### config.mk
export PLATFORM = sky130hd
export DESIGN_NAME = gbc_ctrl
export DESIGN_NICKNAME = d
export VERILOG_FILES = /design/src/rtl/gbc_pkg.sv /design/src/rtl/gbc_ctrl.sv
export SDC_FILE = /design/constraint.sdc
export NUM_CORES = 1
export LEC_CHECK = 0
export BUFFER_PORTS_ARGS = -buffer_cell sky130_fd_sc_hd__buf_2
export CORE_ASPECT_RATIO = 1.2
export CORE_MARGIN = 5
export CORE_UTILIZATION = 55
export DETAILED_ROUTE_END_ITERATION = 6
export PLACE_DENSITY_LB_ADDON = 0.12
export REMOVE_ABC_BUFFERS = 1
export SLEW_MARGIN = 40
export SYNTH_ARGS = -nofsm -noshare
export SYNTH_HDL_FRONTEND = slang
export SYNTH_SLANG_ARGS = --single-unit
### constraint.sdc
create_clock -name core_clk_in -period 16.79 [get_ports core_clk_in]
set_input_delay 1.679 -clock core_clk_in [delete_from_list [all_inputs] [get_ports core_clk_in]]
set_output_delay 1.679 -clock core_clk_in [all_outputs]
set_load 0.02 [all_outputs]
### src/rtl/gbc_pkg.sv
// Shared constants and types for the general-purpose bus cycle sizing controller.
package gbc_pkg;
  // Internal clock period; one timing step is one clock period.
  localparam int CLK_PERIOD_NS = 40;
  // Nanoseconds per timing step, derived from the clock.
  localparam int STEP_NS = CLK_PERIOD_NS;
  localparam int SET_W = 4;
  localparam int CNT_W = 6;
  localparam int DATA_W = 16;
  localparam int BYTE_W = 8;
  // Width-extension pad that turns a setting into a counter value.
  localparam logic [CNT_W-SET_W-1:0] SET_PAD = 2'h0;
  // A setting of n lasts n plus this many steps.
  localparam logic [CNT_W-1:0] STEP_ONE = 6'h01;
  localparam logic [CNT_W-1:0] CNT_ZERO = 6'h00;
  localparam logic [SET_W-1:0] SET_ZERO = 4'h0;
  localparam logic [SET_W-1:0] SET_ONE = 4'h1;
  // CPU access sizes.
  localparam logic [1:0] SIZE_8 = 2'h0;
  localparam logic [1:0] SIZE_16 = 2'h1;
  localparam logic [1:0] SIZE_32 = 2'h2;
  localparam logic [DATA_W-1:0] DATA_ZERO = 16'h0000;
  localparam logic [BYTE_W-1:0] BYTE_ZERO = 8'h00;
  // Controller states.
  typedef enum logic [1:0] {ST_IDLE, ST_ACTIVE, ST_RECOVER} gbc_state_type;
endpackage

### src/rtl/gbc_ctrl.sv
// Bus cycle controller: one external 8/16-bit cycle per CPU cycle with size reply.
module gbc_ctrl (
  input wire logic core_clk_in,
  input wire logic rst_b_in,
  input wire logic cpu_req_in,
  input wire logic cpu_write_in,
  input wire logic cpu_mem_in,
  input wire logic [1:0] cpu_size_in,
  input wire logic [gbc_pkg::DATA_W-1:0] cpu_wdata_in,
  input wire logic select_width_config_in,
  input wire logic [gbc_pkg::SET_W-1:0] cs_offset_in,
  input wire logic [gbc_pkg::SET_W-1:0] cs_pulse_in,
  input wire logic [gbc_pkg::SET_W-1:0] cs_recovery_in,
  input wire logic [gbc_pkg::SET_W-1:0] cmd_offset_in,
  input wire logic [gbc_pkg::SET_W-1:0] cmd_pulse_in,
  input wire logic [gbc_pkg::SET_W-1:0] ale_offset_in,
  input wire logic [gbc_pkg::SET_W-1:0] ale_pulse_in,
  input wire logic wait_ready_in,
  input wire logic io_wide_request_in,
  input wire logic mem_wide_request_in,
  input wire logic [gbc_pkg::DATA_W-1:0] ext_data_lines_in,
  output logic cpu_done_out,
  output logic [gbc_pkg::DATA_W-1:0] cpu_rdata_out,
  output logic size8_reply_out,
  output logic size16_reply_out,
  output logic periph_select_out,
  output logic addr_latch_strobe_out,
  output logic io_read_strobe_out,
  output logic io_write_strobe_out,
  output logic mem_read_strobe_out,
  output logic mem_write_strobe_out,
  output logic [gbc_pkg::DATA_W-1:0] ext_data_lines_out,
  output logic ext_data_low_byte_oe_b_out,
  output logic ext_data_high_oe_b_out
);
  gbc_pkg::gbc_state_type st_q;
  logic [gbc_pkg::CNT_W-1:0] cnt_q;
  logic [gbc_pkg::SET_W-1:0] rec_q;
  logic wr_q, mem_q;
  logic [1:0] size_q;
  logic [gbc_pkg::DATA_W-1:0] wdata_q;
  logic rdy_s1_q, rdy_s2_q, iow_s1_q, iow_s2_q, mw_s1_q, mw_s2_q;
  logic [gbc_pkg::DATA_W-1:0] dat_s1_q, dat_s2_q;

  // Pins are asynchronous, so each passes two flip-flops before use.
  always_ff @(posedge core_clk_in) begin
    rdy_s1_q <= wait_ready_in;
    rdy_s2_q <= rdy_s1_q;
    iow_s1_q <= io_wide_request_in;
    iow_s2_q <= iow_s1_q;
    mw_s1_q <= mem_wide_request_in;
    mw_s2_q <= mw_s1_q;
    dat_s1_q <= ext_data_lines_in;
    dat_s2_q <= dat_s1_q;
  end

  // Window edges: a setting n lasts n+1 steps, so windows start at off+1 and end at off+pw+2.
  wire [gbc_pkg::CNT_W-1:0] cs_beg = {gbc_pkg::SET_PAD, cs_offset_in} + gbc_pkg::STEP_ONE;
  wire [gbc_pkg::CNT_W-1:0] cs_end = cs_beg + {gbc_pkg::SET_PAD, cs_pulse_in} + gbc_pkg::STEP_ONE;
  wire [gbc_pkg::CNT_W-1:0] cmd_beg = {gbc_pkg::SET_PAD, cmd_offset_in} + gbc_pkg::STEP_ONE;
  wire [gbc_pkg::CNT_W-1:0] cmd_end = cmd_beg + {gbc_pkg::SET_PAD, cmd_pulse_in} + gbc_pkg::STEP_ONE;
  wire [gbc_pkg::CNT_W-1:0] ale_beg = {gbc_pkg::SET_PAD, ale_offset_in} + gbc_pkg::STEP_ONE;
  wire [gbc_pkg::CNT_W-1:0] ale_end = ale_beg + {gbc_pkg::SET_PAD, ale_pulse_in} + gbc_pkg::STEP_ONE;
  wire [gbc_pkg::CNT_W-1:0] cyc_end_a = (cs_end > cmd_end) ? cs_end : cmd_end;
  wire [gbc_pkg::CNT_W-1:0] cyc_end = (ale_end > cyc_end_a) ? ale_end : cyc_end_a;
  wire [gbc_pkg::CNT_W-1:0] cnt_nx = cnt_q + gbc_pkg::STEP_ONE;

  // State decode and timeline qualifiers.
  wire idle_w = (st_q == gbc_pkg::ST_IDLE);
  wire act_w = (st_q == gbc_pkg::ST_ACTIVE);
  wire recov_w = (st_q == gbc_pkg::ST_RECOVER);
  wire accept_w = idle_w && cpu_req_in;
  wire cmd_last_w = act_w && (cnt_nx == cmd_end);
  wire stall_w = cmd_last_w && !rdy_s2_q;
  wire acc_end_w = act_w && (cnt_nx >= cyc_end) && !stall_w;
  wire rec_done_w = recov_w && (rec_q == cs_recovery_in) && rdy_s2_q;
  wire cs_on_w = act_w && (cnt_q >= cs_beg) && (cnt_q < cs_end);
  wire cmd_on_w = act_w && (cnt_q >= cmd_beg) && (cnt_q < cmd_end);
  wire ale_on_w = act_w && (cnt_q >= ale_beg) && (cnt_q < ale_end);

  // Peripheral width: the wide request only widens, never narrows, the configured width.
  wire wide_sel_w = mem_q ? mw_s2_q : iow_s2_q;
  wire eff16_w = select_width_config_in || wide_sel_w;
  wire use16_w = eff16_w && (size_q != gbc_pkg::SIZE_8);
  // The reply names the width used: 16-bit only for a wide peripheral on a non-byte access; the CPU core does the splitting.
  wire rep16_w = use16_w;
  wire rep8_w = !use16_w;
  wire [gbc_pkg::DATA_W-1:0] rd_w = use16_w ? dat_s2_q : {gbc_pkg::BYTE_ZERO,
    dat_s2_q[gbc_pkg::BYTE_W-1:0]};
  wire drv_w = act_w && wr_q;

  // Sequencer: recovery always follows, even when no select pin is wired out.
  always_ff @(posedge core_clk_in) begin
    if (!rst_b_in) begin
      st_q <= gbc_pkg::ST_IDLE;
      cnt_q <= gbc_pkg::CNT_ZERO;
      rec_q <= gbc_pkg::SET_ZERO;
    end else begin
      case (st_q)
        gbc_pkg::ST_IDLE: begin
          cnt_q <= gbc_pkg::CNT_ZERO;
          rec_q <= gbc_pkg::SET_ZERO;
          if (accept_w) st_q <= gbc_pkg::ST_ACTIVE;
        end
        gbc_pkg::ST_ACTIVE: begin
          if (acc_end_w) st_q <= gbc_pkg::ST_RECOVER;
          if (!stall_w) cnt_q <= cnt_nx;
        end
        gbc_pkg::ST_RECOVER: begin
          if (rec_done_w) st_q <= gbc_pkg::ST_IDLE;
          else if (rdy_s2_q && rec_q != cs_recovery_in) rec_q <= rec_q + gbc_pkg::SET_ONE;
        end
        default: st_q <= gbc_pkg::ST_IDLE;
      endcase
    end
  end

  // Request capture; held for the whole external cycle.
  always_ff @(posedge core_clk_in) begin
    if (!rst_b_in) begin
      wr_q <= 1'b0;
      mem_q <= 1'b0;
      size_q <= gbc_pkg::SIZE_8;
      wdata_q <= gbc_pkg::DATA_ZERO;
    end else begin
      if (accept_w) begin
        wr_q <= cpu_write_in;
        mem_q <= cpu_mem_in;
        size_q <= cpu_size_in;
        wdata_q <= cpu_wdata_in;
      end
    end
  end

  // Pin and CPU-side outputs, all registered so the pins never glitch.
  always_ff @(posedge core_clk_in) begin
    if (!rst_b_in) begin
      periph_select_out <= 1'b0;
      addr_latch_strobe_out <= 1'b0;
      io_read_strobe_out <= 1'b0;
      io_write_strobe_out <= 1'b0;
      mem_read_strobe_out <= 1'b0;
      mem_write_strobe_out <= 1'b0;
      ext_data_lines_out <= gbc_pkg::DATA_ZERO;
      ext_data_low_byte_oe_b_out <= 1'b1;
      ext_data_high_oe_b_out <= 1'b1;
      cpu_done_out <= 1'b0;
      cpu_rdata_out <= gbc_pkg::DATA_ZERO;
      size8_reply_out <= 1'b0;
      size16_reply_out <= 1'b0;
    end else begin
      periph_select_out <= cs_on_w;
      addr_latch_strobe_out <= ale_on_w;
      io_read_strobe_out <= cmd_on_w && !mem_q && !wr_q;
      io_write_strobe_out <= cmd_on_w && !mem_q && wr_q;
      mem_read_strobe_out <= cmd_on_w && mem_q && !wr_q;
      mem_write_strobe_out <= cmd_on_w && mem_q && wr_q;
      ext_data_lines_out <= wdata_q;
      ext_data_low_byte_oe_b_out <= !drv_w;
      ext_data_high_oe_b_out <= !(drv_w && use16_w);
      cpu_done_out <= acc_end_w;
      if (acc_end_w && !wr_q) cpu_rdata_out <= rd_w;
      size8_reply_out <= acc_end_w && rep8_w;
      size16_reply_out <= acc_end_w && rep16_w;
    end
  end

  // Helper for checking: counts address-latch high cycles and marks stretched cycles.
  logic [gbc_pkg::CNT_W-1:0] ale_cnt_q;
  logic stretched_q;
  always_ff @(posedge core_clk_in) begin
    if (!rst_b_in) begin
      ale_cnt_q <= gbc_pkg::CNT_ZERO;
      stretched_q <= 1'b0;
    end else begin
      ale_cnt_q <= addr_latch_strobe_out ? ale_cnt_q + gbc_pkg::STEP_ONE : gbc_pkg::CNT_ZERO;
      if (accept_w) stretched_q <= 1'b0;
      else if (stall_w) stretched_q <= 1'b1;
    end
  end
endmodule // gbc_ctrl

==> results.tsv, run 1 <==
metric	value	unit
cts.htree.levels	4	
antenna_found_initial	0	
die_w	101	µm
rsz0062_at_grt	false	
status	complete, no violations	
hpwl	9320	µm
synth_area	5520	µm²
start_util	0.557	
cp.arrival	7.90	ns
insertion_delay	0.40	ns
hold_viol_final	0	
synth-seq-cells	113	
drive_gt1_frac	0.237	
path_buf_inv	2	
die_h	120	µm
drt_first_pass_iters	4	
period_share	0.451	
leakage	3.25	nW
grt_max_degree	85	
critPathCapture	cpu_rdata_out[3]	
layout.nets	830	
core	9910	µm²
min_period	7.57	ns
final_cell_mix	dfxtp_1 (113), buf_2 (113), nand2_1 (75)	
synth_area_per_cell	9.52	µm²
num_vias	4434	
drv_cap	0	
cts_buffers	17	
timing.critical_path.from	cmd_offset_in[0]	
drc	0	
grt_usage	0.211	
reg2regPathDepth	7	
synthFlopType	dfxtp_1	
synth_edf_count	0	
reg2reg_to	cnt_q[2]	
setup_viol_count_final	0	
cts.hold.buffers_added	0	
clk_pin_slew	0.05	ns
synth-warning-count	0	
antennaDiodeCount	0	
cts_resized	0	
cpMostUsedCell	ha_1	
async_reset_ff_frac	0	
critPathKind	in -> reg	
cts_tree	built	
wl_per_cell	15.2	µm
max_freq	0.132	GHz
reg2reg_from	cnt_q[0]	
crit_family	compound AO/OA/AOI/OAI gates	
port_buffers	113	
wirelength	12600	µm
dpl-instance-area	6150	µm²
cts_root_buf	clkbuf_16	
instances_no_fill	831	
hp-class	reg -> reg	
syn_to_final_growth	21.9	%
die_area	12200	µm²
ys_seq_area_frac	0.410	
max_stage_delay	0.47	ns
pwr_density_cell	120	nW/µm²
rows	40	
drt_iter0_drc	162	
postRouteAntennaNets	0	
whs	0.325	ns
grt_pass1_wl	20300	µm
clock-sinks	113	
r2r_slack	13.87	ns
postCtsSetupBuffers	0	
via_per_inst	5.34	
tightest_slew	0.843	ns
crit_fanout	16	
design_area	6730	µm²
grt_pass1_vias	4542	
crit_path_start_kind	input pin	
overflow	0	
finClkSkew	0.00750	ns
critical_path.endpoint_type	flop	
gp_congestion	0.963	
synth_cells	580	
clock_path_buffers	2	
max-vdd-ir-drop	0.000106	V
synth.distinct_cells	56	
setup_tns	0	ns
slew_headroom	0.433	
slew_violations	0	
dpl.cell_count	799	
crit_path_top_delay_cell	a41oi_1	
required	17.11	ns
crit_cells	25	
hp-start	iow_s1_q	
pin_count	114	
## power breakdown
part           internal (mW)  switching (mW)  leakage [nW]
Clock                  0.226           0.124         0.278
Sequential             0.282         0.00793         0.930
Combinational         0.0773          0.0916          2.04
Total                  0.584           0.224          3.25
## layer usage
layer | part of all wire | track usage
met1 | 0.39 | 0.219
met4 | 0.033 | 0.110
met2 | 0.52 | 0.376
met5 | 0 | 0
met3 | 0.064 | 0.0628
## cells in the mapped netlist (3+ instances only)
master,n,share of area
nor2_1,12,0.0082
xnor2_1,12,0.019
a21oi_1,17,0.015
inv_1,43,0.029
nor2b_1,8,0.0091
nand2b_1,11,0.012
a21o_1,13,0.018
dfxtp_1,113,0.41
mux2_2,12,0.024
clkbuf_1,18,0.012
a211oi_1,5,0.0068
a22oi_1,3,0.0041
a21boi_0,20,0.027
xor2_1,11,0.017
ha_1,64,0.14
nand2_1,75,0.051
nand3_1,31,0.028
and2_1,17,0.019
and3_1,6,0.0068
mux2i_1,18,0.033
o21ai_0,14,0.013
o31ai_1,4,0.0054
nor3_1,6,0.0054
a2111oi_0,3,0.0048
fa_1,3,0.011
## cell families after synthesis
family          synth area share
simple gates               0.161
flops                      0.410
compound gates             0.130
fa+ha+maj                  0.156
buf+inv                   0.0503
mux                       0.0571
xor+xnor                  0.0365
## worst min path at each step
| stage | to | cells after the start |
|---|---|---|
| finish | iow_s2_q | 0 |
| global route | iow_s2_q | 0 |
| CTS | dat_s2_q[6] | 0 |
| detailed placement | dat_s2_q[6] | 0 |
| global placement | dat_s2_q[1] | 0 |
| floorplan | dat_s2_q[0] | 0 |
## worst reg2reg max path: cells and delay by family, from the launching register on
family | cells | cell delay (ns)
flops | 1 | 0.51
simple gates | 1 | 0.51
compound gates | 4 | 1.24
buf+inv | 1 | 0.24
fa+ha+maj | 1 | 0.33
## flip-flops by register name (all words and copies together) (netlist names), 2 cells and up
signal              count
size_q                  2
rec_q                   4
cpu_rdata_out          16
cnt_q                   6
wdata_q                16
st_q                    2
ext_data_lines_out     16
dat_s2_q               16
dat_s1_q               16
## area by class of cell
class / instances / area, µm²
Clock buffer: 19 / 453
Clock inverter: 13 / 135
Fill cell: 793 / 3180
Inverter: 44 / 165
Multi-Input combinational cell: 402 / 2990
Sequential cell: 113 / 2260
Tap cell: 126 / 158
Timing Repair Buffer: 114 / 573
## stage by stage
stage	total power [mW]	util	setup slack (ns)
after global routing	0.849	0.680	8.80
after CTS	0.813	0.680	9.30
after detailed placement	0.462	0.620	8.91
final	0.808	0.680	9.22
after floorplan	0.415	-	9.75
after global placement	0.454	0.620	9.16
Note: power is estimated with default switching activity, not from simulation.
==> run 2: changes to the inputs <==
Settings changed: ABC_AREA from default to 1.
Clock period 16.79 ns to 7 ns, I/O delays scaled along.
==> results.tsv, run 2 <==
metric	value	unit	change
pwr_density_cell	307	nW/µm²	+160%
critPathKind	in -> reg		
cts_buffers	17		unchanged
yosys.area.top_type	dfxtp_1		
drc	0		unchanged
core	9960	µm²	+0.51%
hold_viol_final	0		unchanged
slew_violations	0		unchanged
antennaDiodeCount	0		unchanged
gp_congestion	0.885		-8.1%
insertion_delay	0.41	ns	about the same
num_vias	4754		+7.2%
pin_count	114		unchanged
grt_pass1_wl	20500	µm	+0.99%
cts_root_buf	clkbuf_16		
hp-start	dat_s1_q[12]		
drv_cap	0		unchanged
setup_tns	0	ns	unchanged
required	7.29	ns	-9.82 ns
cpMostUsedCell	nand2_1		
cp.arrival	6.03	ns	-1.87 ns
nFillCells	842		+6.2%
max_freq	0.174	GHz	
wl_per_cell	12.8	µm	-16%
reg2regPathDepth	9		+2
wirelength	12300	µm	-2.3%
synthFlopType	dfxtp_1		
pre_cts_ws	0.934	ns	-7.97 ns
crit_fanout	32		+16
ys_seq_area_frac	0.405		-0.00486
cts_resized	0		unchanged
rows	40		unchanged
clock_path_buffers	2		unchanged
final_util	0.679		about the same
finClkSkew	0.0149	ns	+0.00738 ns
grt_pass1_vias	4676		+3.0%
antenna_found_initial	0		unchanged
tightest_slew	0.728	ns	-0.115 ns
die_h	120	µm	+0.55%
die_w	102	µm	+0.54%
min_period	5.74	ns	
cts.hold.buffers_added	0		unchanged
worstHoldPathCells	0		unchanged
synth_area	5590	µm²	+1.2%
grt_max_degree	61		-28%
period_share	0.820		
yosysTopAreaCellShare	0.405		-0.00486
postCtsSetupBuffers	0		unchanged
synth_edf_count	0		unchanged
postRouteAntennaNets	0		unchanged
grt_usage	0.209		-0.00188
hp-class	reg -> reg		
reg2reg_to	cpu_rdata_out[9]		
synth-warning-count	0		unchanged
synth_cells	710		+22%
clock-sinks	113		unchanged
crit_path_top_delay_cell	nand4_4		
layout.nets	968		+17%
rsz0062_at_grt	false		
instances_no_fill	966		+16%
async_reset_ff_frac	0		unchanged
synth_area_per_cell	7.87	µm²	-17%
leakage	3.67	nW	+13%
final_cell_mix	nand2_1 (137), inv_1 (115), dfxtp_1 (113), buf_2 (113), nor2_1 (82)		
drt_iter0_drc	141		-13%
synth.area.top_cells	dfxtp_1 (40%), ha_1 (14%), nand2_1 (9.2%)		
reg2reg_from	cnt_q[1]		
die_area	12300	µm²	+1.1%
max-vdd-ir-drop	0.000273	V	+160%
slew_headroom	0.513		+0.0802
dpl.cell_count	937		+17%
mostFrequentLayoutCell	nand2_1		
r2r_slack	3.98	ns	-9.89 ns
critical_path.endpoint_type	flop		
drive_gt1_frac	0.198		-0.0393
overflow	0		unchanged
cts_tree	built		
max_stage_delay	0.46	ns	about the same
status	complete, no violations		
cts.htree.levels	4		unchanged
clk_pin_slew	0.05	ns	about the same
synth_most_common_cell	nand2_1		
synth.distinct_cells	38		-32%
hpwl	9490	µm	+1.8%
fin_ws	1.26	ns	-7.95 ns
synth-seq-cells	113		unchanged
synth_commonest_cells	nand2_1 (137), inv_1 (115), dfxtp_1 (113)		
min_to	dat_s2_q[12]		
start_util	0.561		+0.00386
syn_to_final_growth	21.1	%	
setup_viol_count_final	0		unchanged
port_buffers	113		unchanged
crit_path_start_kind	input pin		
drt_first_pass_iters	5		+1
via_per_inst	4.92		-7.8%
[run 2: cell types whose count changed in the layout (fill, tap and decap cells not counted), sizes merged, moves of 12 or more]
cell and delta:
a21o -13, o21ai +24, inv +71, a21oi +17, nand2 +65, and2 -12
mux2 -12, a21boi -16, mux2i -18, nor2 +76
[run 2: layout make-up]
type / count / area (µm²) / share of cell area
inverters: 119 / 447 / 0.0660
clock buffers: 22 / 464 / 0.0686
clock inverters: 7 / 62.6 / 0.00925
flip-flops and latches: 113 / 2260 / 0.334
multi-input cells: 465 / 2800 / 0.414
repair buffers: 114 / 573 / 0.0847
well taps: 126 / 158 / 0.0233
[run 2: power by group]
group	internal [mW]	switching [mW]	leakage [nW]
combinational	0.216	0.376	2.48
clock	0.494	0.259	0.261
sequential	0.702	0.0278	0.933
total	1.41	0.663	3.67
[run 2: how the worst max path moves through the flow]
| stage | depth (start not counted) | to | start | slack (ns) |
|---|---|---|---|---|
| 3_3_place_gp | 31 | cpu_rdata_out[9] | cmd_offset_in[0] | 1.14 |
| 2_1_floorplan | 30 | cpu_rdata_out[11] | cmd_offset_in[0] | 1.69 |
| 5_1_grt | 31 | cpu_rdata_out[9] | cmd_offset_in[0] | 0.72 |
| 6_report | 31 | cpu_rdata_out[9] | cmd_offset_in[0] | 1.26 |
| 3_5_place_dp | 31 | cpu_rdata_out[11] | cmd_offset_in[0] | 0.93 |
| 4_1_cts | 31 | cpu_rdata_out[9] | cmd_offset_in[0] | 1.32 |
[run 2: layer usage]
metal	track usage	share of wire	vias to the layer above
met5	0	0	-
li1	-	-	2480
met3	0.0664	0.057	15
met1	0.232	0.40	2146
met2	0.366	0.53	113
met4	0.0837	0.016	0
[run 2: logic make-up after synthesis]
group / Yosys count / share of synthesized area
adders and majority gates: 68 / 0.156
buffers and inverters: 132 / 0.0942
AOI/OAI and AO/OA: 88 / 0.0900
xor gates and xnor gates: 20 / 0.0327
and+or+nand+nor: 289 / 0.223
DFF: 113 / 0.405
[run 2: worst max-delay path, delay by kind of cell]
family / cells / cell delay [ns]
AOI/OAI and AO/OA: 6 / 1.35
xor gates and xnor gates: 1 / 0.25
adders and majority gates: 5 / 1.39
buffers and inverters: 3 / 0.34
and+or+nand+nor: 16 / 1.96
[run 2: per-stage QoR]
| step | hold slack [ns] | instance area [µm²] | power (mW) |
|---|---|---|---|
| after floorplan | 0.310 | 5510 | 1.17 |
| after global placement | 0.310 | 6240 | 1.31 |
| after detailed placement | 0.314 | 6240 | 1.33 |
| after CTS | 0.323 | 6770 | 2.09 |
| after global routing | 0.327 | 6770 | 2.22 |
| final | 0.322 | 6770 | 2.08 |
==> run 3: changes to the inputs <==
Settings changed: ABC_AREA 1 to 0, CORE_UTILIZATION 55 to 50.
Clock period 7 ns to 4.7 ns, I/O delays scaled along.
==> results.tsv, run 3 (synthesis gave the netlist of run 1 again) <==
metric	value	unit	change
status	finished, violations left		
violations	setup timing		
pin_count	114		unchanged
via_per_inst	5.26		+6.8%
cts_root_buf	clkbuf_16		
setup_tns	-13.85	ns	-13.85 ns
grt_usage	0.207		-0.00235
overflow	0		unchanged
instances_no_fill	894		-7.5%
max-vdd-ir-drop	0.000337	V	+24%
layout.nets	887		-8.4%
max_stage_delay	0.31	ns	-0.15 ns
cts.hold.buffers_added	0		unchanged
syn_to_final_growth	37.9	%	
slew_headroom	0.500		-0.0139
rsz0062_at_grt	true		
slew_violations	0		unchanged
crit_fanout	5		-84%
cts.htree.levels	4		unchanged
die_w	106	µm	+3.8%
drv_cap	0		unchanged
period_share	1.15		
design_area	7610	µm²	+13%
antennaDiodeCount	0		unchanged
die_h	125	µm	+3.9%
grt_max_degree	50		-18%
hpwl	9430	µm	-0.62%
wirelength	13800	µm	+12%
fin_ws	-0.716	ns	-1.98 ns
die_area	13300	µm²	+7.9%
p_total	3.24	mW	+56%
critPathKind	in -> reg		
pre_cts_ws	-1.46	ns	-2.39 ns
grt_pass1_wl	22100	µm	+7.9%
final_util	0.697		+0.0173
finClkSkew	0.0105	ns	-0.00441 ns
drive_gt1_frac	0.346		+0.149
start_util	0.505		-0.0559
clock_path_buffers	2		unchanged
crit_path_start_kind	input pin		
clock-sinks	113		unchanged
hold_viol_final	0		unchanged
antenna_found_initial	0		unchanged
mostFrequentLayoutCell	dfxtp_1		
gp_congestion	0.895		+1.2%
critical_path.endpoint_type	flop		
cp.arrival	5.74	ns	-0.29 ns
num_vias	4701		-1.1%
postRouteAntennaNets	0		unchanged
leakage	3.58	nW	-2.4%
grt_pass1_vias	4769		+2.0%
dpl-instance-area	6440	µm²	+3.2%
max_freq	0.185	GHz	
crit_path_top_delay_cell	a21bo_2		
whs	0.161	ns	-0.162 ns
port_buffers	113		unchanged
drc	0		unchanged
tightest_slew	0.749	ns	+0.0208 ns
rows	42		+5.0%
final_cell_mix	dfxtp_1 (113), buf_2 (109), nand2_1 (74)		
hp-class	in -> reg		
drt_iter0_drc	140		-0.71%
wl_per_cell	15.5	µm	+21%
core	10900	µm²	+9.7%
clk_pin_slew	0.06	ns	about the same
cts_tree	built		
drt_first_pass_iters	4		-1
insertion_delay	0.41	ns	about the same
dpl.cell_count	844		-9.9%
setup_viol_count_final	21		+21
cpMostUsedCell	ha_4		
required	5.03	ns	-2.26 ns
min_period	5.42	ns	
cts_buffers	17		unchanged
pwr_density_cell	425	nW/µm²	+39%
## run 3: where the power goes
part,switching (mW),total (mW),internal [mW]
sequential,0.0278,1.03,1.01
combinational,0.435,0.897,0.461
clock,0.467,1.31,0.841
## run 3: path summary, 6_finish.rpt
kind / start / end / slack [ns] / depth (start not counted)
min: ext_data_lines_in[6] / dat_s1_q[6] / 0.16 / 1
max reg2reg: cnt_q[0] / cpu_rdata_out[7] / 1.73 / 8
max: cs_offset_in[0] / cpu_rdata_out[1] / -0.72 / 29
min reg2reg: rdy_s1_q / rdy_s2_q / 0.32 / 0
## run 3: final cells by class
type	count	area (µm²)
Clock buffer	18	429
Clock inverter	14	175
Fill cell	851	3320
Inverter	44	165
Multi-Input combinational cell	402	3330
Sequential cell	113	2260
Tap cell	132	165
Timing Repair Buffer	171	1080
## run 3: per-layer routing
layer	routed length, µm	track usage	part of all wire	vias to the layer above
met5	0	0	0	-
met2	7270	0.373	0.53	121
met4	278	0.0846	0.020	0
met3	768	0.0634	0.056	23
li1	-	-	-	2345
met1	5490	0.224	0.40	2212
## run 3: timing repair
item,4_1_cts,5_1_grt
endpoints found under the setup margin,21,21
pin swaps,12,20
resized for setup,42,27
buffers inserted,7,10
cloned,0,1
## run 3: worst max-delay path, delay by kind of cell
family / cells / cell delay (ns)
compound gates: 11 / 1.97
xor+xnor: 1 / 0.23
fa+ha+maj: 5 / 1.21
buf+inv: 5 / 0.59
mux: 3 / 0.72
simple gates: 4 / 0.54
